===== src/rtl/aslc_pkg.sv =====
package aslc_pkg;
  // ----------------------------------------
  // Register offsets (byte addresses, word aligned)
  // ----------------------------------------
  localparam logic [7:0] OFS_PWR_EVT_STATUS = 8'h08;
  localparam logic [7:0] OFS_PWR_EVT_ENABLE = 8'h0a;
  localparam logic [7:0] OFS_SLEEP_PWR_CTRL = 8'h0c;
  localparam logic [7:0] OFS_FW_RELEASE = 8'h0e;
  localparam logic [7:0] OFS_GEN_EVT_STATUS = 8'h10;

  // ----------------------------------------
  // Field positions
  // ----------------------------------------
  localparam int BIT_SYS_IRQ_EN = 0;
  localparam int BIT_BM_C3_EXIT = 1;
  localparam int BIT_GLOBAL_RELEASE = 2;
  localparam int KIND_LSB = 10;
  localparam int KIND_MSB = 12;
  localparam int BIT_SLEEP_GO = 13;
  localparam int BIT_FW_STATUS_FLAG = 0;
  localparam int BIT_FW_SMI_EN = 0;
  localparam int BIT_FW_LOCK_RELEASE = 1;
  localparam int BIT_GLOBAL_LOCK = 5;

  // ----------------------------------------
  // Writable masks and reset values
  // ----------------------------------------
  localparam logic [15:0] CTRL_RW_MASK = 16'h1c03;
  localparam logic [15:0] PWR_EVT_EN_MASK = 16'h0020;
  localparam logic [15:0] CTRL_RESET = 16'h0000;
  localparam logic [15:0] PWR_EVT_EN_RESET = 16'h0000;
  localparam logic [15:0] PWR_EVT_STS_RESET = 16'h0000;
  localparam logic [7:0] FW_STATUS_RESET = 8'h00;
  localparam logic [7:0] FW_ENABLE_RESET = 8'h00;
  localparam logic [15:0] GEN_EVT_RESET = 16'h0000;
  localparam logic [15:0] GEN_EVT_MASK = 16'h077d;

  // ----------------------------------------
  // Sleep kinds
  // ----------------------------------------
  localparam logic [2:0] KIND_FULL_ON = 3'h0;
  localparam logic [2:0] KIND_SL1 = 3'h1;
  localparam logic [2:0] KIND_SL2 = 3'h2;
  localparam logic [2:0] KIND_SL3 = 3'h3;
  localparam logic [2:0] KIND_SL5 = 3'h5;
  localparam logic [2:0] KIND_RSVD_A = 3'h6;
  localparam logic [2:0] KIND_RSVD_B = 3'h7;

  typedef enum logic [2:0] {
    ASLC_WORK = 3'b001,
    ASLC_WAIT_SMI = 3'b010,
    ASLC_SLEEPING = 3'b100
  } aslc_state_t;
endpackage


===== src/rtl/aslc_sleep_lock_ctrl.sv =====
// Behaviour
// RQ1 - Sleep kind at control bits 12:10; 110 and 111 reserved.
// RQ2 - Writing one to sleep_go starts entry into chosen sleep kind; reads zero.
// RQ3 - Sleep entry waits until a management interrupt was generated and serviced.
// RQ4 - Control bit 2 is write-only, reads zero, raises firmware event.
// RQ5 - Global release write also sets firmware status flag at 0Eh bit 0.
// RQ6 - Global release raises management interrupt only when 0Fh bit 0 set.
// RQ7 - Such interrupt records top status and second-level status bit 5.
// RQ8 - With bit 1 set, bus master request in C3 forces C0.
// RQ9 - Legacy mode sends events to management interrupt; ACPI mode to enabled SYSTEM_CONTROL_INTERRUPT.
// RQ10 - SYSTEM_CONTROL_INTERRUPT enable also enables the whole sleep state machine.
// RQ11 - Firmware lock release sets global lock status, event, SYSTEM_CONTROL_INTERRUPT if enabled.
// RQ12 - General event status is sole status level, except GPIO summary bit 3.
// RQ13 - Software writes zero to reserved bits of 0Eh and 0Fh.
// RQ14 - Sleep go with reserved kind causes no transition.
// RQ15 - Write-one-to-clear bits clear only ones written; set beats clear.
`timescale 1ns/1ps
module aslc_sleep_lock_ctrl (
  // Clock and reset
  input wire logic clk_sys,
  input wire logic resetn,
  // I/O register port
  input wire logic io_wr,
  input wire logic io_rd,
  input wire logic [7:0] io_addr,
  input wire logic [1:0] io_be,
  input wire logic [15:0] io_wdata,
  output logic [15:0] io_rdata,
  // Event sources
  input wire logic [15:0] gen_event_in,
  input wire logic [15:0] gen_event_enable,
  input wire logic smi_serviced,
  input wire logic wake_event,
  // Processor and bus master
  input wire logic cpu_in_c3,
  input wire logic bus_master_req_pin,
  output logic force_c0,
  // Interrupts and status reports
  output logic management_interrupt,
  output logic smi_top_status_set,
  output logic smi_top_legacy_set,
  output logic smi_second_lock_set,
  output logic system_control_interrupt,
  output logic power_mgmt_event,
  // Sleep state
  output logic sleep_active,
  output logic [2:0] sleep_kind_out
);
  // ----------------------------------------
  // Register decode
  // ----------------------------------------
  logic wr_ctrl;
  logic wr_pwr_sts;
  logic wr_pwr_en;
  logic wr_fw_lo;
  logic wr_fw_hi;
  logic wr_gen;
  logic [15:0] wmask;

  assign wmask = {{8{io_be[1]}}, {8{io_be[0]}}};
  assign wr_ctrl = io_wr && (io_addr == aslc_pkg::OFS_SLEEP_PWR_CTRL);
  assign wr_pwr_sts = io_wr && (io_addr == aslc_pkg::OFS_PWR_EVT_STATUS);
  assign wr_pwr_en = io_wr && (io_addr == aslc_pkg::OFS_PWR_EVT_ENABLE);
  assign wr_fw_lo = io_wr && (io_addr == aslc_pkg::OFS_FW_RELEASE) && io_be[0];
  assign wr_fw_hi = io_wr && (io_addr == aslc_pkg::OFS_FW_RELEASE) && io_be[1];
  assign wr_gen = io_wr && (io_addr == aslc_pkg::OFS_GEN_EVT_STATUS);

  // ----------------------------------------
  // Control register 0Ch
  // ----------------------------------------
  logic [15:0] ctrl_reg;
  logic [15:0] ctrl_next;
  logic system_ctrl_irq_enable;
  logic bm_exit_en;
  logic [2:0] sleep_kind_field;

  // Only stored bits are held; write-only strobes never land here
  assign ctrl_next = (ctrl_reg & ~(wmask & aslc_pkg::CTRL_RW_MASK)) |
                     (io_wdata & wmask & aslc_pkg::CTRL_RW_MASK);

  always_ff @(posedge clk_sys) begin
    if (!resetn) begin
      ctrl_reg <= aslc_pkg::CTRL_RESET;
    end else if (wr_ctrl) begin
      ctrl_reg <= ctrl_next;
    end
  end

  assign system_ctrl_irq_enable = ctrl_reg[aslc_pkg::BIT_SYS_IRQ_EN];
  assign bm_exit_en = ctrl_reg[aslc_pkg::BIT_BM_C3_EXIT];
  assign sleep_kind_field = ctrl_reg[aslc_pkg::KIND_MSB:aslc_pkg::KIND_LSB]; // RQ1

  logic sleep_go;
  logic global_release_to_firmware;
  logic [2:0] new_kind;

  assign new_kind = io_be[1] ? io_wdata[aslc_pkg::KIND_MSB:aslc_pkg::KIND_LSB]
                             : sleep_kind_field;
  assign sleep_go = wr_ctrl && io_be[1] && io_wdata[aslc_pkg::BIT_SLEEP_GO]; // RQ2
  assign global_release_to_firmware = wr_ctrl && io_be[0] &&
                                      io_wdata[aslc_pkg::BIT_GLOBAL_RELEASE]; // RQ4

  // ----------------------------------------
  // Firmware release registers 0Eh / 0Fh
  // ----------------------------------------
  logic [7:0] fw_status;
  logic [7:0] fw_set;
  logic [7:0] fw_clr;
  logic [7:0] fw_enable_reg;
  logic firmware_smi_enable;
  logic firmware_lock_release;

  // Reserved bits 7:1 never set, so they read zero whatever is written
  assign fw_set = {7'h00, global_release_to_firmware}; // RQ5
  assign fw_clr = wr_fw_lo ? io_wdata[7:0] : 8'h00; // RQ15

  aslc_w1c_bits #(
    .W(8),
    .RESET_VAL(aslc_pkg::FW_STATUS_RESET)
  ) u_fw_status (
    .clk_sys(clk_sys),
    .resetn(resetn),
    .set_bits(fw_set),
    .clr_bits(fw_clr),
    .flags(fw_status)
  );

  // Reserved bits 7:2 kept at zero even if software ignores the rule
  always_ff @(posedge clk_sys) begin
    if (!resetn) begin
      fw_enable_reg <= aslc_pkg::FW_ENABLE_RESET;
    end else if (wr_fw_hi) begin
      fw_enable_reg <= {7'h00, io_wdata[8 + aslc_pkg::BIT_FW_SMI_EN]}; // RQ13
    end
  end

  assign firmware_smi_enable = fw_enable_reg[aslc_pkg::BIT_FW_SMI_EN];
  assign firmware_lock_release = wr_fw_hi &&
                                 io_wdata[8 + aslc_pkg::BIT_FW_LOCK_RELEASE]; // RQ11

  // ----------------------------------------
  // Power event status 08h and enable 0Ah
  // ----------------------------------------
  logic [15:0] pwr_status;
  logic [15:0] pwr_set;
  logic [15:0] pwr_clr;
  logic [15:0] pwr_en_reg;

  assign pwr_set = {10'h000, firmware_lock_release, 5'h00}; // RQ11
  assign pwr_clr = wr_pwr_sts ? (io_wdata & wmask) : 16'h0000;

  aslc_w1c_bits #(
    .W(16),
    .RESET_VAL(aslc_pkg::PWR_EVT_STS_RESET)
  ) u_pwr_status (
    .clk_sys(clk_sys),
    .resetn(resetn),
    .set_bits(pwr_set),
    .clr_bits(pwr_clr),
    .flags(pwr_status)
  );

  always_ff @(posedge clk_sys) begin
    if (!resetn) begin
      pwr_en_reg <= aslc_pkg::PWR_EVT_EN_RESET;
    end else if (wr_pwr_en) begin
      pwr_en_reg <= (pwr_en_reg & ~(wmask & aslc_pkg::PWR_EVT_EN_MASK)) |
                    (io_wdata & wmask & aslc_pkg::PWR_EVT_EN_MASK);
    end
  end

  // ----------------------------------------
  // General event status 10h
  // ----------------------------------------
  logic [15:0] gen_status;
  logic [15:0] gen_set;
  logic [15:0] gen_clr;

  // Sole status level; bit 3 only summarises a lower GPIO level
  assign gen_set = gen_event_in & aslc_pkg::GEN_EVT_MASK; // RQ12
  assign gen_clr = wr_gen ? (io_wdata & wmask) : 16'h0000;

  aslc_w1c_bits #(
    .W(16),
    .RESET_VAL(aslc_pkg::GEN_EVT_RESET)
  ) u_gen_status (
    .clk_sys(clk_sys),
    .resetn(resetn),
    .set_bits(gen_set),
    .clr_bits(gen_clr),
    .flags(gen_status)
  );

  // ----------------------------------------
  // Interrupt routing
  // ----------------------------------------
  logic lock_smi;
  logic legacy_smi;

  assign lock_smi = global_release_to_firmware && firmware_smi_enable; // RQ6
  assign legacy_smi = !system_ctrl_irq_enable && (|gen_set || firmware_lock_release); // RQ9

  always_ff @(posedge clk_sys) begin
    if (!resetn) begin
      management_interrupt <= 1'b0;
      smi_top_status_set <= 1'b0;
      smi_top_legacy_set <= 1'b0;
      smi_second_lock_set <= 1'b0;
      power_mgmt_event <= 1'b0;
    end else begin
      management_interrupt <= lock_smi || legacy_smi; // RQ4
      smi_top_status_set <= lock_smi; // RQ7
      smi_second_lock_set <= lock_smi; // RQ7
      smi_top_legacy_set <= legacy_smi; // RQ9
      power_mgmt_event <= firmware_lock_release || |gen_set; // RQ11
    end
  end

  // Level SYSTEM_CONTROL_INTERRUPT; status still latches when SYSTEM_CONTROL_INTERRUPT is off, for polling
  always_ff @(posedge clk_sys) begin
    if (!resetn) begin
      system_control_interrupt <= 1'b0;
    end else begin
      system_control_interrupt <= system_ctrl_irq_enable && // RQ10
        (|(pwr_status & pwr_en_reg) || |(gen_status & gen_event_enable)); // RQ9 RQ11
    end
  end

  // ----------------------------------------
  // Bus master C3 exit
  // ----------------------------------------
  logic bm_req;
  logic bm_req_prev_reg;

  aslc_pin_sync u_bm_sync (
    .clk_sys(clk_sys),
    .resetn(resetn),
    .pin_in(bus_master_req_pin),
    .level_out(bm_req)
  );

  always_ff @(posedge clk_sys) begin
    if (!resetn) begin
      bm_req_prev_reg <= 1'b0;
      force_c0 <= 1'b0;
    end else begin
      bm_req_prev_reg <= bm_req;
      force_c0 <= bm_exit_en && cpu_in_c3 && bm_req && !bm_req_prev_reg; // RQ8
    end
  end

  // ----------------------------------------
  // Sleep state machine
  // ----------------------------------------
  aslc_pkg::aslc_state_t state_reg;
  aslc_pkg::aslc_state_t state_next;
  logic [2:0] kind_reg;
  logic kind_ok;

  // Full-on kind needs no sequencing
  assign kind_ok = (new_kind != aslc_pkg::KIND_RSVD_A) && (new_kind != aslc_pkg::KIND_RSVD_B) &&
                   (new_kind != aslc_pkg::KIND_FULL_ON); // RQ14

  always_comb begin
    state_next = state_reg;
    case (state_reg)
      aslc_pkg::ASLC_WORK: begin
        if (sleep_go && system_ctrl_irq_enable && kind_ok) begin
          state_next = aslc_pkg::ASLC_WAIT_SMI; // RQ2 RQ10 RQ14
        end
      end
      aslc_pkg::ASLC_WAIT_SMI: begin
        if (!system_ctrl_irq_enable) begin
          state_next = aslc_pkg::ASLC_WORK; // RQ10
        end else if (smi_serviced) begin
          state_next = aslc_pkg::ASLC_SLEEPING; // RQ3
        end
      end
      aslc_pkg::ASLC_SLEEPING: begin
        if (wake_event || !system_ctrl_irq_enable) begin
          state_next = aslc_pkg::ASLC_WORK;
        end
      end
      default: begin
        state_next = aslc_pkg::ASLC_WORK;
      end
    endcase
  end

  always_ff @(posedge clk_sys) begin
    if (!resetn) begin
      state_reg <= aslc_pkg::ASLC_WORK;
    end else begin
      state_reg <= state_next;
    end
  end

  always_ff @(posedge clk_sys) begin
    if (!resetn) begin
      kind_reg <= aslc_pkg::KIND_FULL_ON;
    end else if (state_reg == aslc_pkg::ASLC_WORK && state_next == aslc_pkg::ASLC_WAIT_SMI) begin
      kind_reg <= new_kind; // RQ1
    end
  end

  always_ff @(posedge clk_sys) begin
    if (!resetn) begin
      sleep_active <= 1'b0;
      sleep_kind_out <= aslc_pkg::KIND_FULL_ON;
    end else begin
      sleep_active <= (state_next == aslc_pkg::ASLC_SLEEPING);
      sleep_kind_out <= (state_next == aslc_pkg::ASLC_SLEEPING) ? kind_reg
                                                                : aslc_pkg::KIND_FULL_ON;
    end
  end

  // ----------------------------------------
  // Read path
  // ----------------------------------------
  // Write-only bits 13 and 2 and 0Fh bit 1 are never stored, so read zero
  always_ff @(posedge clk_sys) begin
    if (!resetn) begin
      io_rdata <= 16'h0000;
    end else if (io_rd) begin
      case (io_addr)
        aslc_pkg::OFS_PWR_EVT_STATUS: io_rdata <= pwr_status;
        aslc_pkg::OFS_PWR_EVT_ENABLE: io_rdata <= pwr_en_reg;
        aslc_pkg::OFS_SLEEP_PWR_CTRL: io_rdata <= ctrl_reg; // RQ2 RQ4
        aslc_pkg::OFS_FW_RELEASE: io_rdata <= {fw_enable_reg, fw_status};
        aslc_pkg::OFS_GEN_EVT_STATUS: io_rdata <= gen_status;
        default: io_rdata <= 16'h0000;
      endcase
    end
  end
endmodule // aslc_sleep_lock_ctrl


===== src/rtl/aslc_w1c_bits.sv =====
`timescale 1ns/1ps
module aslc_w1c_bits #(
  parameter int W = 8,
  parameter logic [W-1:0] RESET_VAL = '0
) (
  // Clock and reset
  input wire logic clk_sys,
  input wire logic resetn,
  // Set and clear
  input wire logic [W-1:0] set_bits,
  input wire logic [W-1:0] clr_bits,
  // State
  output logic [W-1:0] flags
);
  // Set wins over a clear landing in the same cycle
  always_ff @(posedge clk_sys) begin
    if (!resetn) begin
      flags <= RESET_VAL;
    end else begin
      flags <= (flags & ~clr_bits) | set_bits; // RQ15
    end
  end
endmodule // aslc_w1c_bits


===== src/rtl/aslc_pin_sync.sv =====
`timescale 1ns/1ps
module aslc_pin_sync (
  // Clock and reset
  input wire logic clk_sys,
  input wire logic resetn,
  // Pin and clean level
  input wire logic pin_in,
  output logic level_out
);
  logic s1_reg;
  logic s2_reg;
  logic s3_reg;

  // A change counts only once stages two and three agree
  always_ff @(posedge clk_sys) begin
    if (!resetn) begin
      s1_reg <= 1'b0;
      s2_reg <= 1'b0;
      s3_reg <= 1'b0;
      level_out <= 1'b0;
    end else begin
      s1_reg <= pin_in;
      s2_reg <= s1_reg;
      s3_reg <= s2_reg;
      if (s2_reg == s3_reg) begin
        level_out <= s3_reg;
      end
    end
  end
endmodule // aslc_pin_sync


===== config.mk =====
export PLATFORM = sky130hd
export DESIGN_NAME = aslc_sleep_lock_ctrl
export DESIGN_NICKNAME = d
export VERILOG_FILES = /design/src/rtl/aslc_pkg.sv /design/src/rtl/aslc_sleep_lock_ctrl.sv /design/src/rtl/aslc_w1c_bits.sv /design/src/rtl/aslc_pin_sync.sv
export SDC_FILE = /design/constraint.sdc
export NUM_CORES = 1
export LEC_CHECK = 0
export BUFFER_PORTS_ARGS = -buffer_cell sky130_fd_sc_hd__buf_2
export CORE_MARGIN = 3
export CORE_UTILIZATION = 52
export DETAILED_ROUTE_END_ITERATION = 7
export GPL_TIMING_DRIVEN = 0
export HOLD_SLACK_MARGIN = 0.1
export PLACE_DENSITY = 0.79
export SLEW_MARGIN = 20
export SYNTH_ARGS = -nofsm -noshare
export SYNTH_HDL_FRONTEND = slang
export SYNTH_SLANG_ARGS = --single-unit

===== constraint.sdc =====
create_clock -name clk_sys -period 4.7 [get_ports clk_sys]
set_clock_uncertainty 0.1 [all_clocks]
set_input_delay 0.235 -clock clk_sys [delete_from_list [all_inputs] [get_ports clk_sys]]
set_output_delay 0.235 -clock clk_sys [all_outputs]
set_load 0.02 [all_outputs]

==> summary.txt <==
Clocking
  • Clk sinks: 84
  • CTS tree: yes
  • Total setup buffers inserted after CTS: 0
  • Clk root buf: clkbuf_8
  • Hold-fix buffers, CTS: 28
  • Max Buffers Root-to-Sink: 2
  • Cts bufs inserted: 9
  • Clock slew at reported path FFs: 0.09 ns
  • Worst skew pair latency: around 0.36 ns
  • Post-cts sizing count: 0
  • H-tree depth: 3

Worst hold path
  • Hold Path Class: input pin to flip-flop

Floorplanning
  • Core ar.: 6531 µm²
  • Rows: 29
  • Die area: between 7000 and 8000 µm²
  • Die W: a little under 90 µm
  • DIE HEIGHT: 89.09 µm
  • Starting Density: 54.96%
  • I/O pins: 93

STA
  • Max Fclk: 0.5405 GHz
  • Setup TNS: 0 ns
  • Final Critical Period: 1.850 ns
  • Final Hold Vio Count: 0
  • Worst-margin pin slew: 0.6247 ns
  • Final Max Slew Viols: 0
  • Period utilisation layout: 39.37%
  • Max-slew headroom: between 50% and 60%
  • RSZ-0062 raised after global routing: no
  • Endpoints failing setup: 0

Logic synthesis
  • Syn_nets: 459
  • Post-synth EDFFs: 0
  • Top cell type's share of synthesized area: 46.85%
  • Synth Instances: 393
  • Seq/Total Area, Yosys: 46.85%
  • #FFs+latches synth: 84
  • Avg Synthesized Cell Area: 9.134 µm²
  • Most frequent cells after synthesis: 84 x dfxtp_1, 49 x nand2_1, 33 x a31oi_1
  • Async set-reset flop share out of synthesis: 0%
  • Largest cells by area after synthesis: dfxtp_1 47%, a31oi_1 5.8%, nand2_1 5.1%
  • Yosys top cell by area: dfxtp_1
  • Cell Area, Synth: 3590 µm²
  • Synth cell types: 53
  • Top_reg_cell synth: dfxtp_1
  • Top-count cell post-synth: dfxtp_1
  • Synthesis Warnings: 0

Global route
  • Number of global-route vias before repair: around 3500
  • Gr ovfl total: 0
  • Pin count of the biggest net entering global routing: 15
  • Gr usage total: between 20 and 30%
  • Initial antenna violation count: 0
  • First-pass GRT wire length: 16950 µm

Finish
  • Largest regs: io_rdata (16), u_gen_status.flags (16), u_pwr_status.flags (16)
  • Layout cells sized above 1: 23.94%
  • Ant. Diodes: 0
  • Area grow syn2layout: 27.15%
  • Final Cell Area: 4564 µm²
  • Nets: 579

Route
  • Total wire length: 10870 µm
  • DR vias: 3654
  • Routed wire per std cell: 18.26 µm
  • DR pass1 iterations: 5
  • Post-DRT Antenna Nets: 0
  • DRC viols: 0
  • Drt via density: 6.141
  • DR iter-0 viols: between 300 and 400

Pwr
  • Final Power: 1363 µW
  • Pwr/cell area: 298.6 nW/µm²
  • Peak supply drop: 0.1934 mV
  • Leakage: about 0.0019 µW

Setup path
  • CP max-delay cell: dlygate4sd3_1
  • Slowest stage delay, CP: 0.53 ns
  • Worst Setup End Kind: flip-flop
  • CP max FO: 10
  • CP Class: input pin to flip-flop
  • Worst EP required: approximately 4.9 ns
  • Ordered list of cells on the worst path: dlygate4sd3_1 > buf_2 > nor2b_1 > clkbuf_1 > a22o_1
  • Family with the most delay on the worst path: buffers and inverters
  • Arrival @ worst endpoint: around 2.1 ns
  • WP buf/inv: 3
  • Critical Path Start Type: input pin
  • R2R setup slack: a little under 3 ns

Placed design
  • Post-DP Area: 4091 µm²
  • Number of port buffers: 81
  • RD Place Congestion: 0.9283
  • Detail Placement HPWL: 7723 µm

Outcome
  • Status: finished, final reports clean

Job
  • Max_cap viols: 0
-- worst paths after layout --
check        cells past startpoint                      to             start
max                              5             io_rdata[4]             io_rd
min                              3  u_gen_status.flags[10]  gen_event_in[10]
max reg2reg                      5             kind_reg[1]      state_reg[0]
min reg2reg                      1                force_c0   bm_req_prev_reg
-- metrics by stage --
step / utilization (%) / hold WS, ns / std cells / worst slack (ns)
2_1_floorplan: - / 0.2231 / 393 / 3.148
3_3_place_gp: 62.64 / 0.2733 / 551 / 2.708
3_5_place_dp: 62.64 / 0.2787 / 551 / 2.713
4_1_cts: 69.89 / 0.1140 / 595 / 2.884
5_1_grt: 69.89 / 0.1499 / 595 / 2.740
6_report: 69.89 / 0.1246 / 595 / 2.850
-- routing by layer --
metal,global-route usage [%],wire length [µm],share of wire [%]
met1,36.80,4694,43
met2,45.28,5025,46
met3,4.885,876,8.1
met4,11.10,269,2.5
met5,0,0,0
-- final cells by class --
| type | instances | area [µm²] |
|---|---|---|
| Buffer | 28 | 141.4 |
| Inverter | 5 | 18.77 |
| Multi-Input combinational cell | 276 | 1748 |
| Clock buffer | 10 | 127.6 |
| Sequential cell | 84 | 1682 |
| Clock inverter | 6 | 65.06 |
| Fill cell | 545 | 1967 |
| Tap cell | 77 | 96.34 |
| Timing Repair Buffer | 109 | 685.7 |
-- cell families (layout without fill, tap and decap cells) --
group	Yosys count	after routing	synth area share [%]
AO/OA/AOI/OAI	127	127	25.13
XOR/XNOR	1	1	0.2440
buffers and inverters	33	158	4.461
flip-flops	84	84	46.85
multiplexers	11	11	3.172
AND/OR/NAND/NOR	137	137	20.15
-- cells in the final DEF (no fill, tap or decap), types with 4 or more instances in the layout --
master | netlist | routed
nand4_1 | 4 | 4
nor4_1 | 4 | 4
o21a_1 | 4 | 4
nor3_1 | 8 | 8
o21ai_0 | 17 | 17
and4_1 | 4 | 4
mux2i_1 | 8 | 8
nand2_1 | 49 | 49
nor2b_1 | 10 | 10
clkbuf_8 | 0 | 9
nor2_1 | 23 | 23
inv_1 | 5 | 5
a22oi_1 | 19 | 19
clkbuf_1 | 14 | 15
and2_1 | 8 | 8
a21oi_1 | 11 | 11
buf_2 | 8 | 89
a21boi_0 | 4 | 4
dfxtp_1 | 84 | 84
and3_1 | 5 | 5
dlygate4sd3_1 | 0 | 28
a22o_1 | 12 | 12
o2bb2ai_1 | 9 | 9
nand3_1 | 4 | 4
a31oi_1 | 33 | 33
-- worst register-to-register path, stage by stage (launching register included) --
cell and delay, ns:
dfxtp_1 0.32, clkbuf_1 0.27, nand4b_1 0.21, nor3_2 0.31, a21boi_0 0.16, o31a_1 0.30
-- power by group --
group          internal (µW)  total [µW]  switching [µW]  leakage, µW
combinational           56.4         132            76.1      0.00111
clock                    246         506             260    0.0000962
sequential               719         725            5.74     0.000681
Power figures use the tool's default switching activity.
